`src/shared/qudp_pkg.sv`:
```
// Package: timing constants, state encoding and helpers for the encoder pulser
package qudp_pkg;

  // Clock rate in kHz (40 MHz)
  localparam int unsigned CLK_KHZ          = 40000;

  // Power-on hold time, typical, in ms
  localparam int unsigned POR_MS           = 18;
  localparam int unsigned POR_CYC          = POR_MS * CLK_KHZ;

  // Startup delay after power-on hold, in ms
  localparam int unsigned START_MS         = 50;
  localparam int unsigned START_CYC        = START_MS * CLK_KHZ;

  // Debounce period, typical, in us (5.5 ms)
  localparam int unsigned DEB_US           = 5500;
  localparam int unsigned DEB_CYC          = DEB_US * CLK_KHZ / 1000;

  // Basic output interval in us
  localparam int unsigned STEP_US          = 200;
  localparam int unsigned STEP_CYC         = STEP_US * CLK_KHZ / 1000;

  // Filter integrator size and hysteresis thresholds
  localparam int unsigned FILT_MAX         = 255;
  localparam int unsigned FILT_HI          = 192;
  localparam int unsigned FILT_LO          = 63;

  // Values after reset
  localparam logic        RST_SEL_N        = 1'b1;
  localparam logic        RST_UPDN         = 1'b0;

  // Output sequencer states, Gray coded along the path from IDLE to DONE
  typedef enum logic [2:0] {
    QUDP_IDLE  = 3'b000,
    QUDP_SETUP = 3'b001,
    QUDP_SEL   = 3'b011,
    QUDP_COUNT = 3'b010,
    QUDP_HOLD  = 3'b110,
    QUDP_WRITE = 3'b111,
    QUDP_DONE  = 3'b101
  } qudp_state_e;

  // Quadrature direction: 1 up, 2 down, 0 none/invalid
  function automatic logic [1:0] qudp_dir(input logic [1:0] prev, input logic [1:0] cur);
    logic [3:0] idx;
    idx = {prev, cur};
    case (idx)
      // Up walk 11-01-00-10-11: phase A always changes before phase B
      4'h2, 4'hB, 4'hD, 4'h4: qudp_dir = 2'h1;  // A leads B, up
      4'h1, 4'h7, 4'hE, 4'h8: qudp_dir = 2'h2;  // B leads A, down
      default:                qudp_dir = 2'h0;
    endcase
  endfunction : qudp_dir

endpackage : qudp_pkg

```
`src/core/qudp_pulser.sv`:
```
// Quadrature encoder to select and up/down pulse sequencer
//
// Behaviour
// - Both phase inputs filtered and debounced internally
// - Debounce, find direction, then emit sequence
// - Write enable holds up/down high at deselect
// - Rate select high: four sequences per cycle
// - Rate select low: two sequences per cycle
// - Own power-on hold counter, started on release of the rst_b input
// - Pins undriven during power-on hold
// - Debounce about 5.5 ms, longer with noise
// - All timing from one master clock
// - Sequence edges spaced by 200 us
// - Up/down high for up, low for down
// - Decide from both phases' transition order
// - Ignore request while sequence still running
`timescale 1ns/1ps
module qudp_pulser #(
  parameter int unsigned POR_CYC   = qudp_pkg::POR_CYC,
  parameter int unsigned START_CYC = qudp_pkg::START_CYC,
  parameter int unsigned DEB_CYC   = qudp_pkg::DEB_CYC,
  parameter int unsigned STEP_CYC  = qudp_pkg::STEP_CYC
) (
  // Clock and power-on reset
  input  wire logic clk_sys,
  input  wire logic rst_b,
  // Encoder phases
  input  wire logic enc_a,
  input  wire logic enc_b,
  // Mode pins
  input  wire logic write_en,
  input  wire logic decode_rate_sel,
  // Potentiometer control, active-low select
  output logic      sel_n,
  output logic      sel_n_oe,
  output logic      updn,
  output logic      updn_oe
);

  localparam int unsigned PW = $clog2(POR_CYC + START_CYC + 1);
  localparam int unsigned SW = $clog2(STEP_CYC + 1);

  // Three-stage synchronisers for the four pins
  logic [2:0] sync_a;
  logic [2:0] sync_b;
  logic [2:0] sync_we;
  logic [2:0] sync_rate;
  logic       lvl_a;     // Accepted synchronised levels
  logic       lvl_b;
  logic       lvl_we;
  logic       lvl_rate;

  // Debounced phases and transition tracking
  logic       deb_a;
  logic       deb_b;
  logic [1:0] prev_ab;   // Last debounced state pair
  logic       armed;     // Startup delay has ended
  logic       por_done;  // Power-on hold has ended
  logic [PW-1:0] boot_cnt;

  // Sequencer
  qudp_pkg::qudp_state_e state;
  qudp_pkg::qudp_state_e next_state;
  logic [SW-1:0] step_cnt;
  logic          dir_up;   // Latched direction of the running sequence

  always_ff @(posedge clk_sys or negedge rst_b)
  begin
    if (!rst_b)
    begin
      sync_a    <= 3'h7;
      sync_b    <= 3'h7;
      sync_we   <= 3'h0;
      sync_rate <= 3'h0;
    end
    else
    begin
      sync_a    <= {sync_a[1:0], enc_a};
      sync_b    <= {sync_b[1:0], enc_b};
      sync_we   <= {sync_we[1:0], write_en};
      sync_rate <= {sync_rate[1:0], decode_rate_sel};
    end
  end

  // change counts once stages two and three agree
  always_ff @(posedge clk_sys or negedge rst_b)
  begin
    if (!rst_b)
    begin
      lvl_a    <= 1'b1;
      lvl_b    <= 1'b1;
      lvl_we   <= 1'b0;
      lvl_rate <= 1'b0;
    end
    else
    begin
      if (sync_a[2] == sync_a[1])
        lvl_a <= sync_a[2];
      if (sync_b[2] == sync_b[1])
        lvl_b <= sync_b[2];
      if (sync_we[2] == sync_we[1])
        lvl_we <= sync_we[2];
      if (sync_rate[2] == sync_rate[1])
        lvl_rate <= sync_rate[2];
    end
  end

  qudp_debounce #(
    .DEB_CYC (DEB_CYC)
  ) u_deb_a (
    .clk_sys (clk_sys),
    .rst_b   (rst_b),
    .raw     (lvl_a),
    .clean   (deb_a)
  );

  qudp_debounce #(
    .DEB_CYC (DEB_CYC)
  ) u_deb_b (
    .clk_sys (clk_sys),
    .rst_b   (rst_b),
    .raw     (lvl_b),
    .clean   (deb_b)
  );

  // power-on hold then startup delay from one counter
  always_ff @(posedge clk_sys or negedge rst_b)
  begin
    if (!rst_b)
    begin
      boot_cnt <= '0;
      por_done <= 1'b0;
      armed    <= 1'b0;
    end
    else if (!armed)
    begin
      boot_cnt <= boot_cnt + 1'b1;
      if (boot_cnt == PW'(POR_CYC - 1))
        por_done <= 1'b1;
      if (boot_cnt == PW'(POR_CYC + START_CYC - 1))
        armed <= 1'b1;
    end
  end

  // direction from the ordered pair of both phases
  wire [1:0] cur_ab  = {deb_a, deb_b};
  wire [1:0] dir     = qudp_pkg::qudp_dir(prev_ab, cur_ab);
  wire       moved   = (dir != 2'h0);
  // half rate: only on transitions of phase A
  wire       a_edge  = (prev_ab[1] != cur_ab[1]);
  // full rate takes every valid transition
  wire       want    = moved && armed && (lvl_rate || a_edge);
  wire       idle    = (state == qudp_pkg::QUDP_IDLE);
  // a request during a running sequence is dropped
  wire       start   = want && idle;
  wire       step_end = (step_cnt == SW'(STEP_CYC - 1));

  // Track last debounced pair; always follows so no transition is replayed
  always_ff @(posedge clk_sys or negedge rst_b)
  begin
    if (!rst_b)
      prev_ab <= 2'h3;
    else
      prev_ab <= cur_ab;
  end

  // sequence starts only after debounce and direction
  always_comb
  begin
    next_state = state;
    case (state)
      qudp_pkg::QUDP_IDLE:  if (start)    next_state = qudp_pkg::QUDP_SETUP;
      qudp_pkg::QUDP_SETUP: if (step_end) next_state = qudp_pkg::QUDP_SEL;
      qudp_pkg::QUDP_SEL:   if (step_end) next_state = qudp_pkg::QUDP_COUNT;
      qudp_pkg::QUDP_COUNT: if (step_end) next_state = qudp_pkg::QUDP_HOLD;
      qudp_pkg::QUDP_HOLD:  if (step_end) next_state = qudp_pkg::QUDP_WRITE;
      qudp_pkg::QUDP_WRITE: if (step_end) next_state = qudp_pkg::QUDP_DONE;
      qudp_pkg::QUDP_DONE:  if (step_end) next_state = qudp_pkg::QUDP_IDLE;
      default:                            next_state = qudp_pkg::QUDP_IDLE;
    endcase
  end

  // each phase of the sequence lasts one interval
  always_ff @(posedge clk_sys or negedge rst_b)
  begin
    if (!rst_b)
    begin
      state    <= qudp_pkg::QUDP_IDLE;
      step_cnt <= '0;
      dir_up   <= 1'b0;
    end
    else
    begin
      state    <= next_state;
      step_cnt <= (idle || step_end) ? '0 : step_cnt + 1'b1;
      if (start)
        dir_up <= (dir == 2'h1);
    end
  end

  // Output levels per state:
  // SETUP: up/down set to direction, select high
  // SEL: select falls, partner latches direction
  // COUNT: up/down low; HOLD: up/down rises, one count
  // WRITE: up/down per write enable, select rises
  // direction level at select fall
  // write enable forces high across deselect
  wire next_sel_n = !(state == qudp_pkg::QUDP_SEL || state == qudp_pkg::QUDP_COUNT ||
                      state == qudp_pkg::QUDP_HOLD);
  wire next_updn  = (state == qudp_pkg::QUDP_SETUP || state == qudp_pkg::QUDP_SEL) ? dir_up :
                    (state == qudp_pkg::QUDP_COUNT) ? 1'b0 :
                    (state == qudp_pkg::QUDP_HOLD)  ? 1'b1 :
                    (state == qudp_pkg::QUDP_WRITE) ? lvl_we :
                    qudp_pkg::RST_UPDN;

  // outputs undriven until the power-on hold ends
  always_ff @(posedge clk_sys or negedge rst_b)
  begin
    if (!rst_b)
    begin
      sel_n    <= qudp_pkg::RST_SEL_N;
      updn     <= qudp_pkg::RST_UPDN;
      sel_n_oe <= 1'b0;
      updn_oe  <= 1'b0;
    end
    else
    begin
      sel_n    <= next_sel_n;
      updn     <= next_updn;
      sel_n_oe <= por_done;
      updn_oe  <= por_done;
    end
  end

endmodule : qudp_pulser

```
`src/core/qudp_debounce.sv`:
```
// Debouncer: integrating filter, hysteresis and stability timer for one input
`timescale 1ns/1ps
module qudp_debounce #(
  parameter int unsigned DEB_CYC = qudp_pkg::DEB_CYC
) (
  // Clock and reset
  input  wire logic clk_sys,
  input  wire logic rst_b,
  // Synchronised raw level and debounced level
  input  wire logic raw,
  output logic      clean
);

  localparam int unsigned CW = $clog2(DEB_CYC + 1);
  // Filter tick divides half the debounce window across the integrator span
  localparam int unsigned TICK_CYC = (DEB_CYC / (2 * qudp_pkg::FILT_MAX)) > 0 ?
                                     (DEB_CYC / (2 * qudp_pkg::FILT_MAX)) : 1;
  localparam int unsigned TW = $clog2(TICK_CYC + 1);

  logic [TW-1:0] tick_cnt;  // Integrator rate divider
  logic [7:0]    acc;       // Running average of the input
  logic          cmp;       // Hysteresis comparator output
  logic [CW-1:0] stab;      // Stability timer

  wire tick    = (tick_cnt == TW'(TICK_CYC - 1));
  wire acc_top = (acc == 8'(qudp_pkg::FILT_MAX));
  wire acc_bot = (acc == 8'h00);
  // Noise keeps restarting the timer, so the period stretches with noise
  wire stab_end = (stab == CW'(DEB_CYC - 1));

  // Integrator: slow averaging removes short bounce pulses
  always_ff @(posedge clk_sys or negedge rst_b)
  begin
    if (!rst_b)
    begin
      tick_cnt <= '0;
      acc      <= 8'h80;
    end
    else
    begin
      tick_cnt <= tick ? '0 : tick_cnt + 1'b1;
      if (tick && raw && !acc_top)
        acc <= acc + 8'h01;
      else if (tick && !raw && !acc_bot)
        acc <= acc - 8'h01;
    end
  end

  // Comparator with two levels gives hysteresis
  always_ff @(posedge clk_sys or negedge rst_b)
  begin
    if (!rst_b)
      cmp <= 1'b1;
    else if (acc >= 8'(qudp_pkg::FILT_HI))
      cmp <= 1'b1;
    else if (acc <= 8'(qudp_pkg::FILT_LO))
      cmp <= 1'b0;
  end

  // Timer: the comparator must hold still for the whole period
  always_ff @(posedge clk_sys or negedge rst_b)
  begin
    if (!rst_b)
    begin
      stab  <= '0;
      clean <= 1'b1;
    end
    else if (cmp == clean)
      stab <= '0;
    else if (stab_end)
    begin
      stab  <= '0;
      clean <= cmp;
    end
    else
      stab <= stab + 1'b1;
  end

endmodule : qudp_debounce

```
`config.mk`:
```
export PLATFORM = sky130hd
export DESIGN_NAME = qudp_pulser
export DESIGN_NICKNAME = d
export VERILOG_FILES = /design/src/shared/qudp_pkg.sv /design/src/core/qudp_pulser.sv /design/src/core/qudp_debounce.sv
export SDC_FILE = /design/constraint.sdc
export NUM_CORES = 1
export LEC_CHECK = 0
export ABC_AREA = 1
export BUFFER_PORTS_ARGS = -buffer_cell sky130_fd_sc_hd__clkbuf_2
export CORE_ASPECT_RATIO = 1.2
export CORE_MARGIN = 2
export CORE_UTILIZATION = 37
export CTS_CLUSTER_SIZE = 14
export DETAILED_ROUTE_END_ITERATION = 8
export HOLD_SLACK_MARGIN = 0.1
export MAX_ROUTING_LAYER = met4
export PLACE_DENSITY = 0.51
export SLEW_MARGIN = 5
export SYNTH_ARGS = -nofsm -noshare
export SYNTH_HDL_FRONTEND = slang
export SYNTH_HIERARCHICAL = 1
export SYNTH_SLANG_ARGS = --single-unit
```
`constraint.sdc`:
```
create_clock -name clk_sys -period 4 [get_ports clk_sys]
set_input_delay 0.8 -clock clk_sys [delete_from_list [all_inputs] [get_ports clk_sys]]
set_output_delay 0.8 -clock clk_sys [all_outputs]
set_load 0.005 [all_outputs]
```
# After elaboration in Yosys (flattened, before gate mapping)
# Memories as Yosys holds them, arrays and structs flattened.
# Index checks and enable logic that the tools add are counted.
# op_classes
add_sub_neg	10
order_cmp	4
eq_ne	30
muxes	29
n_bitwise	3
n_reduce_logical	35
# op_table
cell	count
two-way mux 18 bit	4
adder 18 x 1 -> 18 bit, second input constant	2
== test 18 bit, second input constant	2
two-way mux 8 bit	4
adder 22 x 1 -> 22 bit, second input constant	1
== test 22 x 20 -> 1 bit, second input constant	1
== test 22 bit, second input constant	1
two-way mux 3 bit	7
case mux 3 bit (7 select lines)	1
adder 9 x 1 -> 9 bit, second input constant	2
== test 9 bit, second input constant	2
two-way mux 9 bit	2
adder 8 x 1 -> 8 bit, second input constant	2
== test 8 bit, second input constant	2
greater-or-equal comparator 8 bit, second input constant	2
<= comparator 8 x 6 -> 1 bit, second input constant	2
logical NOT 8 bit	2
subtractor 8 x 1 -> 8 bit, second input constant	2
adder 13 x 1 -> 13 bit, second input constant	1
== test 13 bit, second input constant	1
two-way mux 13 bit	1
!= test 2 bit, second input constant	6
logical AND 1 bit	11
two-way mux 1 bit	10
other kinds (14)	40
# totals
reg_bits	136
romBits	32
inputBits	6
output_inout_bits	4
elab_cells	140
memories	1
# mem_list
name	words	width	read_ports	rd_clocked_by_memory_dff	wr	line_no	rtl
(name not given)	16	2	1	0	0	qudp_pkg.sv:47	case (idx)

# Depth between registers and ports, before layout
# Gate-level depths: netlist of the first run.
# An unclocked memory read counts as a cell.
# logic_depth
depth_word	7
mapped_depth	18
ltp_nobuf	18

# Modules after synthesis
# The synthesis of the first run kept the hierarchy.
# by_module_without_submodules
module	n_inst	cells_per_inst	area_each_um2	seq_area_each_um2
qudp_pulser	1	312	2862.7	1565.3
qudp_debounce at u_deb_a	1	334	2477.4	929.6
qudp_debounce at u_deb_b	1	320	2329.7	929.6

# Least setup slack after synthesis of the first run
# No wires, ideal clock.
# synth_path
path_kind	reg2reg
startpoint	reg u_deb_a.tick_cnt[0]
endpoint	reg u_deb_a.acc[7]
setup_time_ns	0.060
t_arrival_ns	2.183
slack_ns	1.757
stages_incl_launch_ff	17
cell_sequence	dfrtp_1 inv_1 ha_1 inv_1 nor2_2 nand3_2 nor2_4 nand3_2 ha_1 or2_1 nand2_1 nor2_1 nor2_1 nand2_2 nand2_1 nand2_1 nand2_1
# synth_between
elab_chain_cells	4
# synth_lines
element	line_no	rtl
from (decl)	qudp_debounce.sv:20	logic [TW-1:0] tick_cnt;
from (signal assigned)	qudp_debounce.sv:41	tick_cnt <= tick ? '0 : tick_cnt + 1'b1;
== test 9 bit (*)	qudp_debounce.sv:25	wire tick = (tick_cnt == TW'(TICK_CYC - 1));
logical AND 1 bit (on tied branches) (2 in a row)	qudp_debounce.sv:42, qudp_debounce.sv:44	
two-way mux 8 bit / nonzero test 2 bit (equally long branches)	--	
to (signal assigned)	qudp_debounce.sv:43	acc <= acc + 8'h01;
to (signal assigned)	qudp_debounce.sv:45	acc <= acc - 8'h01;
to (decl)	qudp_debounce.sv:21	logic [7:0] acc;
# Every way passes the cells marked *; elsewhere a longest branch is shown, timed or not.
# A chain may end at the register's enable or synchronous reset.

# Worst setup path after layout of the first run
# Ends and elaborated chain as after synthesis.

==> results.cfg, run 1 <==
[status]
outcome = finished clean

[worst_hold_path]
min_path_type = flop to flop
hold_start = sync_we[0]

[synthesis]
yosys.area.top_type = dfrtp_1
async_flop_share_pct = 100
yosys.area.top_type_share_pct = 38.8
synthDistinctLibCells = 43
synth_flop_cell = dfrtp_1
synth.area.top_cells = dfrtp_1 39%, nand2_1 12%, inv_1 6.8%
syn_nets = 1003
synth_warnings = 6
syn_area_mm2 = 0.00767
syn_avg_cell_area_um2 = 7.94
synth_edf_count = 0
yosysSeqAreaShare_pct = 44.6
netlist_instances = 966
synth_seq_cells = 136

[die]
ios = 10
start_util_pct = 37.7
die_w_um = 135
coreArea_mm2 = 0.0203
die_height_um = 162
die_area_mm2 = 0.0219
row_count = 57

[timing]
final_max_slew_viol_count = 0
setup_tns_ns = 0
tightest_slew_ns = 0.813
max_freq_ghz = 0.411
period_share_pct = 60.8
period_needed_ns = 2.43
setup-violations-final = 0
hold_viol = 0
finalClockSkew_ns = 0.00826
rsz0062_at_grt = false
hold_ws_ns = 0.351
slew_headroom_pct = 45.8

[setup_path]
crit_path_end_kind = flop
crit_start = u_deb_a/tick_cnt[0]
cp.arrival_ns = 2.79
start_kind = flop
worstReg2RegStart = u_deb_a/tick_cnt[0]
worst-path-max-fanout = 11
critPathKind = flop to flop
cp.required_ns = 4.36

[clock_network]
clk_pin_slew_ns = 0.06
postCtsHoldBufs = 0
htreeDepth = 4
root_buffer = clkbuf_16
cts_sinks = 136
postCtsSetupBuffers = 0
clk_latency_ns = 0.42
cts_tree = done
cts.path.max_buffers = 2
cts_resized = 0
cts_buffers = 17

[final_layout]
nets = 1027
fin_util_pct = 42.7
fill_cells = 2075
drive_gt1_share_pct = 12.2
area_delta_synth_final_pct = 13.2
multi_input_area_mm2 = 0.00364
antenna_cells = 0
seq_area_mm2 = 0.00342

[global_routing]
antenna_found_initial = 0
grt_max_degree = 88
grt_pass1_vias = 5783
gr-total-overflow = 0
track_usage_pct = 15.3
grt_pass1_wl_mm = 26.3

[routing]
routed_wl_mm = 14.6
first_pass_iters = 5
drc = 0
drt_iter0_drc = 277
post_drt_wl_per_cell_um = 11.6
vias = 5771
vias_per_cell = 4.55
antenna_left = 0

[placed_design]
io_buffers = 9
hpwl_mm = 10.7
gp_congestion = 0.805

[power]
power_leakage_nw = 4.03
power_mw = 3.14
powerDensity_mw_per_mm2 = 362
ir_worst_vdd_mv = 0.287

[job]
drv_cap = 0
final timing paths:
kind | cells past startpoint | to | slack [ns]
hold reg to reg | 0 | sync_we[1] | 0.35
setup / recovery | 16 | u_deb_a/acc[7] | 1.57
setup reg to reg | 16 | u_deb_a/acc[7] | 1.57
min in group asynchronous | 1 | step_cnt[9] | 0.46
max in group asynchronous | 2 | u_deb_b/cmp | 2.74
hold / removal | 0 | sync_we[1] | 0.35
per-stage QoR:
stage,cell area (um^2),instances,worst slack (ns)
CTS,8680,1268,1.54
global placement,8030,1236,1.60
floorplan,7670,966,1.76
global route,8680,1268,1.29
detailed placement,8030,1236,1.55
finish,8680,1268,1.57
placed cells by master (no fill, tap or decap), types with 3 or more instances in the layout:
master	synthesis	layout
nand3_2	4	4
xnor2_1	9	9
clkbuf_2	0	8
inv_1	139	139
dfstp_2	17	17
o21ai_1	5	5
nand4_1	17	17
bufinv_16	0	4
clkbuf_16	0	17
clkinvlp_4	0	4
o21ai_0	12	12
nand3_1	60	60
nand2_1	249	249
nor3_2	5	5
nor3b_1	7	7
nor2_4	5	5
nor2_2	12	12
nor4_1	4	4
a21oi_1	20	20
nand3b_1	5	5
o21bai_1	3	3
nor2_1	134	134
o21a_1	3	3
inv_2	8	8
ha_1	29	29
maj3_1	4	4
clkbuf_8	0	4
nand2_2	14	14
dfrtp_1	119	119
nor3_1	24	24
xor2_1	32	32
state kept, by name, summed over array words and instances, names as in the netlist, 8 cells and up, named ones only:
| signal | flops |
|---|---|
| u_deb_b/tick_cnt | 9 |
| u_deb_b/acc | 8 |
| boot_cnt | 22 |
| step_cnt | 13 |
| u_deb_a/acc | 8 |
| u_deb_b/stab | 18 |
| u_deb_a/tick_cnt | 9 |
| u_deb_a/stab | 18 |
area by class of cell:
type / instances / area share [%]
clock buffer: 21 / 5.54
clock inverter: 11 / 1.95
inverter: 149 / 6.44
multi-input combinational: 676 / 42.0
sequential: 136 / 39.5
tap: 265 / 3.82
timing repair buffer: 10 / 0.822
logic make-up (layout without fill, tap and decap cells):
logic type	count (synthesis)	after routing	share of synthesized area, %
xor+xnor	42	42	4.89
compound gates	46	46	3.34
fa+ha+maj	35	35	5.77
buf+inv	154	191	7.85
flops	136	136	44.6
simple gates	553	553	33.5
worst max-delay path, cell delays in order (launching register included):
cell and delay, ns:
dfrtp_1 0.39, inv_1 0.09, ha_1 0.17, inv_1 0.05, nor2_2 0.10, nand3_2 0.10, nor2_4 0.12, nand3_2 0.23
ha_1 0.40, or2_1 0.25, nand2_1 0.11, nor2_1 0.04, nor2_1 0.10, nand2_2 0.07, nand2_1 0.06, nand2_1 0.04
nand2_1 0.05
synth_stat cells, types with 12 or more instances:
cell type / number
nor3_1: 24
nor2_2: 12
xor2_1: 32
inv_1: 139
nand2_1: 249
o21ai_0: 12
nand4_1: 17
dfrtp_1: 119
nand2_2: 14
dfstp_2: 17
a21oi_1: 20
nand3_1: 60
nor2_1: 134
ha_1: 29
metal layers:
| layer | global-route usage (%) | vias to the layer above | share of wire (%) |
|---|---|---|---|
| li1 | - | 3066 | - |
| met1 | 18.7 | 2642 | 48 |
| met2 | 24.6 | 43 | 48 |
| met3 | 3.59 | 20 | 2.2 |
| met4 | 5.82 | 0 | 1.8 |
| met5 | - | - | 0 |
where the power goes:
part	switching, mW	leakage (nW)	internal [mW]
sequential	0.00682	1.78	1.39
clock	0.597	0.307	1.11
combinational	0.0301	1.95	0.00785
(Power assumes the default switching activity.)
==> run 2: changes to the inputs <==
--- a/config.mk
+++ b/config.mk
@@ -14,7 +14,7 @@
 export DETAILED_ROUTE_END_ITERATION = 8
 export HOLD_SLACK_MARGIN = 0.1
 export MAX_ROUTING_LAYER = met4
-export PLACE_DENSITY = 0.51
+export PLACE_DENSITY = 0.52
 export SLEW_MARGIN = 5
 export SYNTH_ARGS = -nofsm -noshare
 export SYNTH_HDL_FRONTEND = slang
==> constraint.sdc (replaced) <==
create_clock -name clk_sys -period 2 [get_ports clk_sys]
set_input_delay 0.4 -clock clk_sys [delete_from_list [all_inputs] [get_ports clk_sys]]
set_output_delay 0.4 -clock clk_sys [all_outputs]
set_load 0.005 [all_outputs]
==> results.cfg, run 2 (synthesis gave the netlist of run 1 again) <==
[clock_network]
cts_buffers = 17
clk_latency_ns = 0.42
clk_pin_slew_ns = 0.06
root_buffer = clkbuf_16
htreeDepth = 4
cts.path.max_buffers = 2
cts_tree = done
cts_sinks = 136

[worst_hold_path]
min_path_type = flop to flop

[final_layout]
antenna_cells = 0
seq_area_mm2 = 0.00342
largest_reg_flops = 22
drive_gt1_share_pct = 20.7
fin_util_pct = 46.4
final_cell_mix = 240 x nand2_1, 132 x inv_1, 129 x nor2_1
largest_register = boot_cnt
nets = 1088
final_common_cell = nand2_1
reg_top3 = boot_cnt x22, u_deb_a/stab x18, u_deb_b/stab x18
area_delta_synth_final_pct = 22.9
multi_input_area_mm2 = 0.00396
fill_cells = 2026

[routing]
vias_per_cell = 4.54
first_pass_iters = 4
post_drt_wl_per_cell_um = 11.4
vias = 6036
antenna_left = 0
routed_wl_mm = 15.2
drc = 0
drt_iter0_drc = 230

[die]
row_count = 57
start_util_pct = 37.7
die_w_um = 135
die_height_um = 162
ios = 10
coreArea_mm2 = 0.0203
die_area_mm2 = 0.0219

[status]
outcome = complete, but fails checks
violations = negative setup slack

[timing]
period_needed_ns = 2.21
setup-violations-final = 12
period_share_pct = 110
final_max_slew_viol_count = 0
slew_headroom_pct = 61.2
finalClockSkew_ns = 0.00860
setup_tns_ns = -1.48
hold_viol = 0
rsz0062_at_grt = true
max_freq_ghz = 0.453
setup_slack_ns = -0.205
tightest_slew_ns = 0.582

[setup_path]
start_kind = flop
cp.required_ns = 2.31
crit_path_end_kind = flop
cp.arrival_ns = 2.52
worst-path-max-fanout = 8
critPathKind = flop to flop

[power]
ir_worst_vdd_mv = 0.590
p_sw_mw = 1.28
swShare_pct = 21.2
power_leakage_nw = 4.36
clkPwrFrac_pct = 52.1
comb_power_share_pct = 1.6
p_seq_share_pct = 46.3
powerDensity_mw_per_mm2 = 640
power.internal_mw = 4.75

[placed_design]
gp_congestion = 0.796
hpwl_mm = 11.1
io_buffers = 9

[job]
drv_cap = 0

[global_routing]
grt_pass1_vias = 6088
grt_max_degree = 52
grt_pass1_wl_mm = 27.1
antenna_found_initial = 0
track_usage_pct = 15.5
gr-total-overflow = 0
==> run 2: cell count changes in the layout (fill, tap and decap cells not counted), moves of 6 or more <==
cell and delta:
buf_4 +50, ha_1 -13, ha_4 +13, nand2_1 -9, inv_1 -7, inv_2 +7
nand3_1 -6
==> run 2: cell type report <==
type | count | share of cell area [%]
inverter | 149 | 5.93
clock inverter | 10 | 1.25
clock buffer | 22 | 5.03
timing repair buffer | 70 | 5.96
multi-input combinational | 677 | 42.0
sequential | 136 | 36.3
tap | 265 | 3.52
==> run 2: metal layers <==
layer / wire (um) / global-route usage (%)
met1: 7080 / 18.6
met2: 7560 / 26.2
met3: 295 / 3.00
met4: 208 / 5.30
met5: 0 / -
==> run 2: what timing repair did <==
action                                  in CTS  in global routing
gates cloned                                 1                  0
gates resized for setup                     22                 28
hold buffers                                 5                  0
pin swaps                                    7                 26
endpoints found under the setup margin      10                 13
endpoints found under the hold margin       24                  0
setup buffers                                5                  4
==> run 2: stage by stage <==
stage               area, um^2  cells  total power [mW]  hold WS, ns  worst slack [ns]
finish                    9430   1329              6.03        0.348            -0.205
CTS                       9300   1325              6.14        0.351            -0.174
detailed placement        8470   1282              2.94        0.310            -0.187
global route              9430   1329              6.28        0.356            -0.393
global placement          8470   1282              2.94        0.311            -0.170
floorplan                 7750    966              2.85        0.104            -0.108
==> run 2: critical path, cell delays in order (launching register included) <==
cell and delay [ns]:
dfrtp_1 0.38, inv_2 0.08, ha_4 0.13, inv_2 0.04, nor2_4 0.08, nand3_2 0.10
nor2_4 0.12, nand3_4 0.20, ha_4 0.32, or2_4 0.24, nand2_2 0.09, xor2_1 0.15
nand2_1 0.08, nand2_1 0.06, inv_1 0.03
==> run 2: power groups by stage <==
stage / sequential [mW] / combinational, mW / clock, mW
2_1_floorplan: 2.84 / 0.0122 / 0
5_1_grt: 2.80 / 0.112 / 3.37
4_1_cts: 2.80 / 0.103 / 3.24
6_report: 2.80 / 0.0958 / 3.14
3_3_place_gp: 2.84 / 0.0943 / 0
3_5_place_dp: 2.84 / 0.0947 / 0
==> run 2: final timing paths <==
check / from / endpoint / slack (ns) / cells after the start
min in group asynchronous: rst_b / u_deb_a/acc[0] / 0.43 / 2
worst max-delay path: u_deb_a/tick_cnt[0] / u_deb_a/acc[3] / -0.21 / 14
worst max register to register: u_deb_a/tick_cnt[0] / u_deb_a/acc[3] / -0.21 / 14
max in group asynchronous: rst_b / u_deb_b/acc[7] / 0.93 / 3
worst min-delay path: sync_rate[0] / sync_rate[1] / 0.35 / 0
worst min register to register: sync_rate[0] / sync_rate[1] / 0.35 / 0
==> run 3: changes to the inputs <==
--- a/config.mk
+++ b/config.mk
@@ -14,7 +14,8 @@
 export DETAILED_ROUTE_END_ITERATION = 8
 export HOLD_SLACK_MARGIN = 0.1
 export MAX_ROUTING_LAYER = met4
-export PLACE_DENSITY = 0.52
+export PLACE_DENSITY = 0.58
+export SKIP_LAST_GASP = 1
 export SLEW_MARGIN = 5
 export SYNTH_ARGS = -nofsm -noshare
 export SYNTH_HDL_FRONTEND = slang
==> results.cfg, run 3 (synthesis gave the netlist of run 1 again) <==
[status]
outcome = complete, but fails checks
violations = negative setup slack

[global_routing]
track_usage_pct = 16.0
grt_pass1_wl_mm = 27.8
grt_pass1_vias = 6181
antenna_found_initial = 0
gr-total-overflow = 0
grt_max_degree = 43

[placed_design]
place_area_mm2 = 0.00848
hpwl_mm = 11.0
dp_slack_ns = -0.218
gp_congestion = 0.840
io_buffers = 9

[job]
drv_cap = 0

[setup_path]
cp_slowest_cell = fa_2
cp_top_family = simple AND/OR/NAND/NOR gates
rr_worst_depth = 13
slowest_delay_ns = 0.47
crit_path_end_kind = flop
cp.arrival_ns = 2.50
critPathKind = flop to flop
r2r_slack_ns = -0.21
path_depth = 13
start_kind = flop
crit_end = u_deb_b/acc[4]
path_buf_inv = 2
cp.required_ns = 2.29
reg2reg_to = u_deb_b/acc[4]
crit_chain = inv_1 > ha_2 > inv_2 > nor2_2 > nand2_2 > nor2_8 > nand3_4 > fa_2 > nand3_2 > nand3_2 > xor2_1 > nand2_1 > o21ai_1
crit_start = u_deb_b/tick_cnt[0]
worst-path-max-fanout = 5
path_common_cell = nand3_2
worstReg2RegStart = u_deb_b/tick_cnt[0]

[timing]
slew_headroom_pct = 60.1
setup-violations-final = 11
period_share_pct = 110
max_freq_ghz = 0.452
tightest_slew_ns = 0.599
period_needed_ns = 2.21
hold_ws_ns = 0.356
final_max_slew_viol_count = 0
finalClockSkew_ns = 0.00770
setup_slack_ns = -0.210
hold_viol = 0
rsz0062_at_grt = true

[final_layout]
antenna_cells = 0
nets = 1103
stdcell_area_mm2 = 0.00961
drive_gt1_share_pct = 23.3
largest_reg_flops = 22
reg_top3 = boot_cnt x22, u_deb_a/stab x18, u_deb_b/stab x18
largest_register = boot_cnt
area_delta_synth_final_pct = 25.3
final_cell_mix = 228 x nand2_1, 131 x inv_1, 128 x nor2_1
final_common_cell = nand2_1

[routing]
first_pass_iters = 4
vias = 6224
antenna_left = 0
post_drt_wl_per_cell_um = 11.8
routed_wl_mm = 15.8
drt_iter0_drc = 316
route.met2.wl_mm = 7.90
top_layer = met4
vias_per_cell = 4.63
drc = 0
m1WireLength_mm = 7.24
wl_met3_um = 328

[clock_network]
clk_latency_ns = 0.42
clk_pin_slew_ns = 0.06
cts_buffers = 17
cts.path.max_buffers = 2
cts_sinks = 136
root_buffer = clkbuf_16
htreeDepth = 4
cts_tree = done

[power]
power_mw = 6.32
powerDensity_mw_per_mm2 = 657
power_leakage_nw = 4.45
ir_worst_vdd_mv = 0.581

[die]
die_w_um = 135
ios = 10
coreArea_mm2 = 0.0203
start_util_pct = 37.7
die_area_mm2 = 0.0219
row_count = 57
die_height_um = 162

[worst_hold_path]
min_path_type = flop to flop
-- run 3: cell count changes in the layout (fill, tap and decap cells not counted), sizes merged --
| cell | change |
|---|---|
| bufinv | +2 |
| buf | +15 |
| clkbuf | -5 |
| inv | +3 |
-- run 3: routing by layer --
layer	up-vias	global-route usage [%]
met4	0	5.97
met5	-	-
met1	2905	19.3
met2	67	26.8
met3	29	3.06
li1	3223	-
-- run 3: worst min-delay path by stage --
stage	from	to	cells after the start
2_1_floorplan	rst_b	async pin	0
6_report	sync_a[0]	sync_a[1]	0
3_3_place_gp	rst_b	u_deb_b/tick_cnt[7]	1
4_1_cts	sync_a[0]	sync_a[1]	0
5_1_grt	sync_a[0]	sync_a[1]	0
3_5_place_dp	rst_b	u_deb_b/tick_cnt[7]	1
-- run 3: power breakdown --
| group | leakage (nW) | internal, mW | switching, mW |
|---|---|---|---|
| Sequential | 1.78 | 2.78 | 0.0168 |
| Clock | 0.311 | 2.12 | 1.30 |
| Combinational | 2.37 | 0.0312 | 0.0659 |
| Total | 4.45 | 4.93 | 1.39 |
-- run 3: repair_timing --
| action | CTS | global route |
|---|---|---|
| cloned | 1 | 0 |
| resized for setup | 24 | 43 |
| hold buffers | 5 | 0 |
| pin swaps | 15 | 35 |
| endpoints found under the setup margin | 10 | 18 |
| buffers inserted | 14 | 10 |
| endpoints found under the hold margin | 37 | 0 |
-- run 3: layout make-up --
class                   count  area, um^2
flip-flops and latches    136        3420
clock buffers              17         425
well taps                 265         332
repair buffers             85         682
multi-input cells         677        3970
fillers                  2003       10700
inverters                 149         562
clock inverters            15         214
-- run 3: metrics by stage --
step | setup TNS (ns) | util (%) | cells
after floorplan | -0.518 | - | 966
after global placement | -1.11 | 41.7 | 1283
after detailed placement | -1.50 | 41.7 | 1283
after CTS | -1.23 | 46.2 | 1335
after global routing | -3.43 | 47.3 | 1344
final | -1.55 | 47.3 | 1344
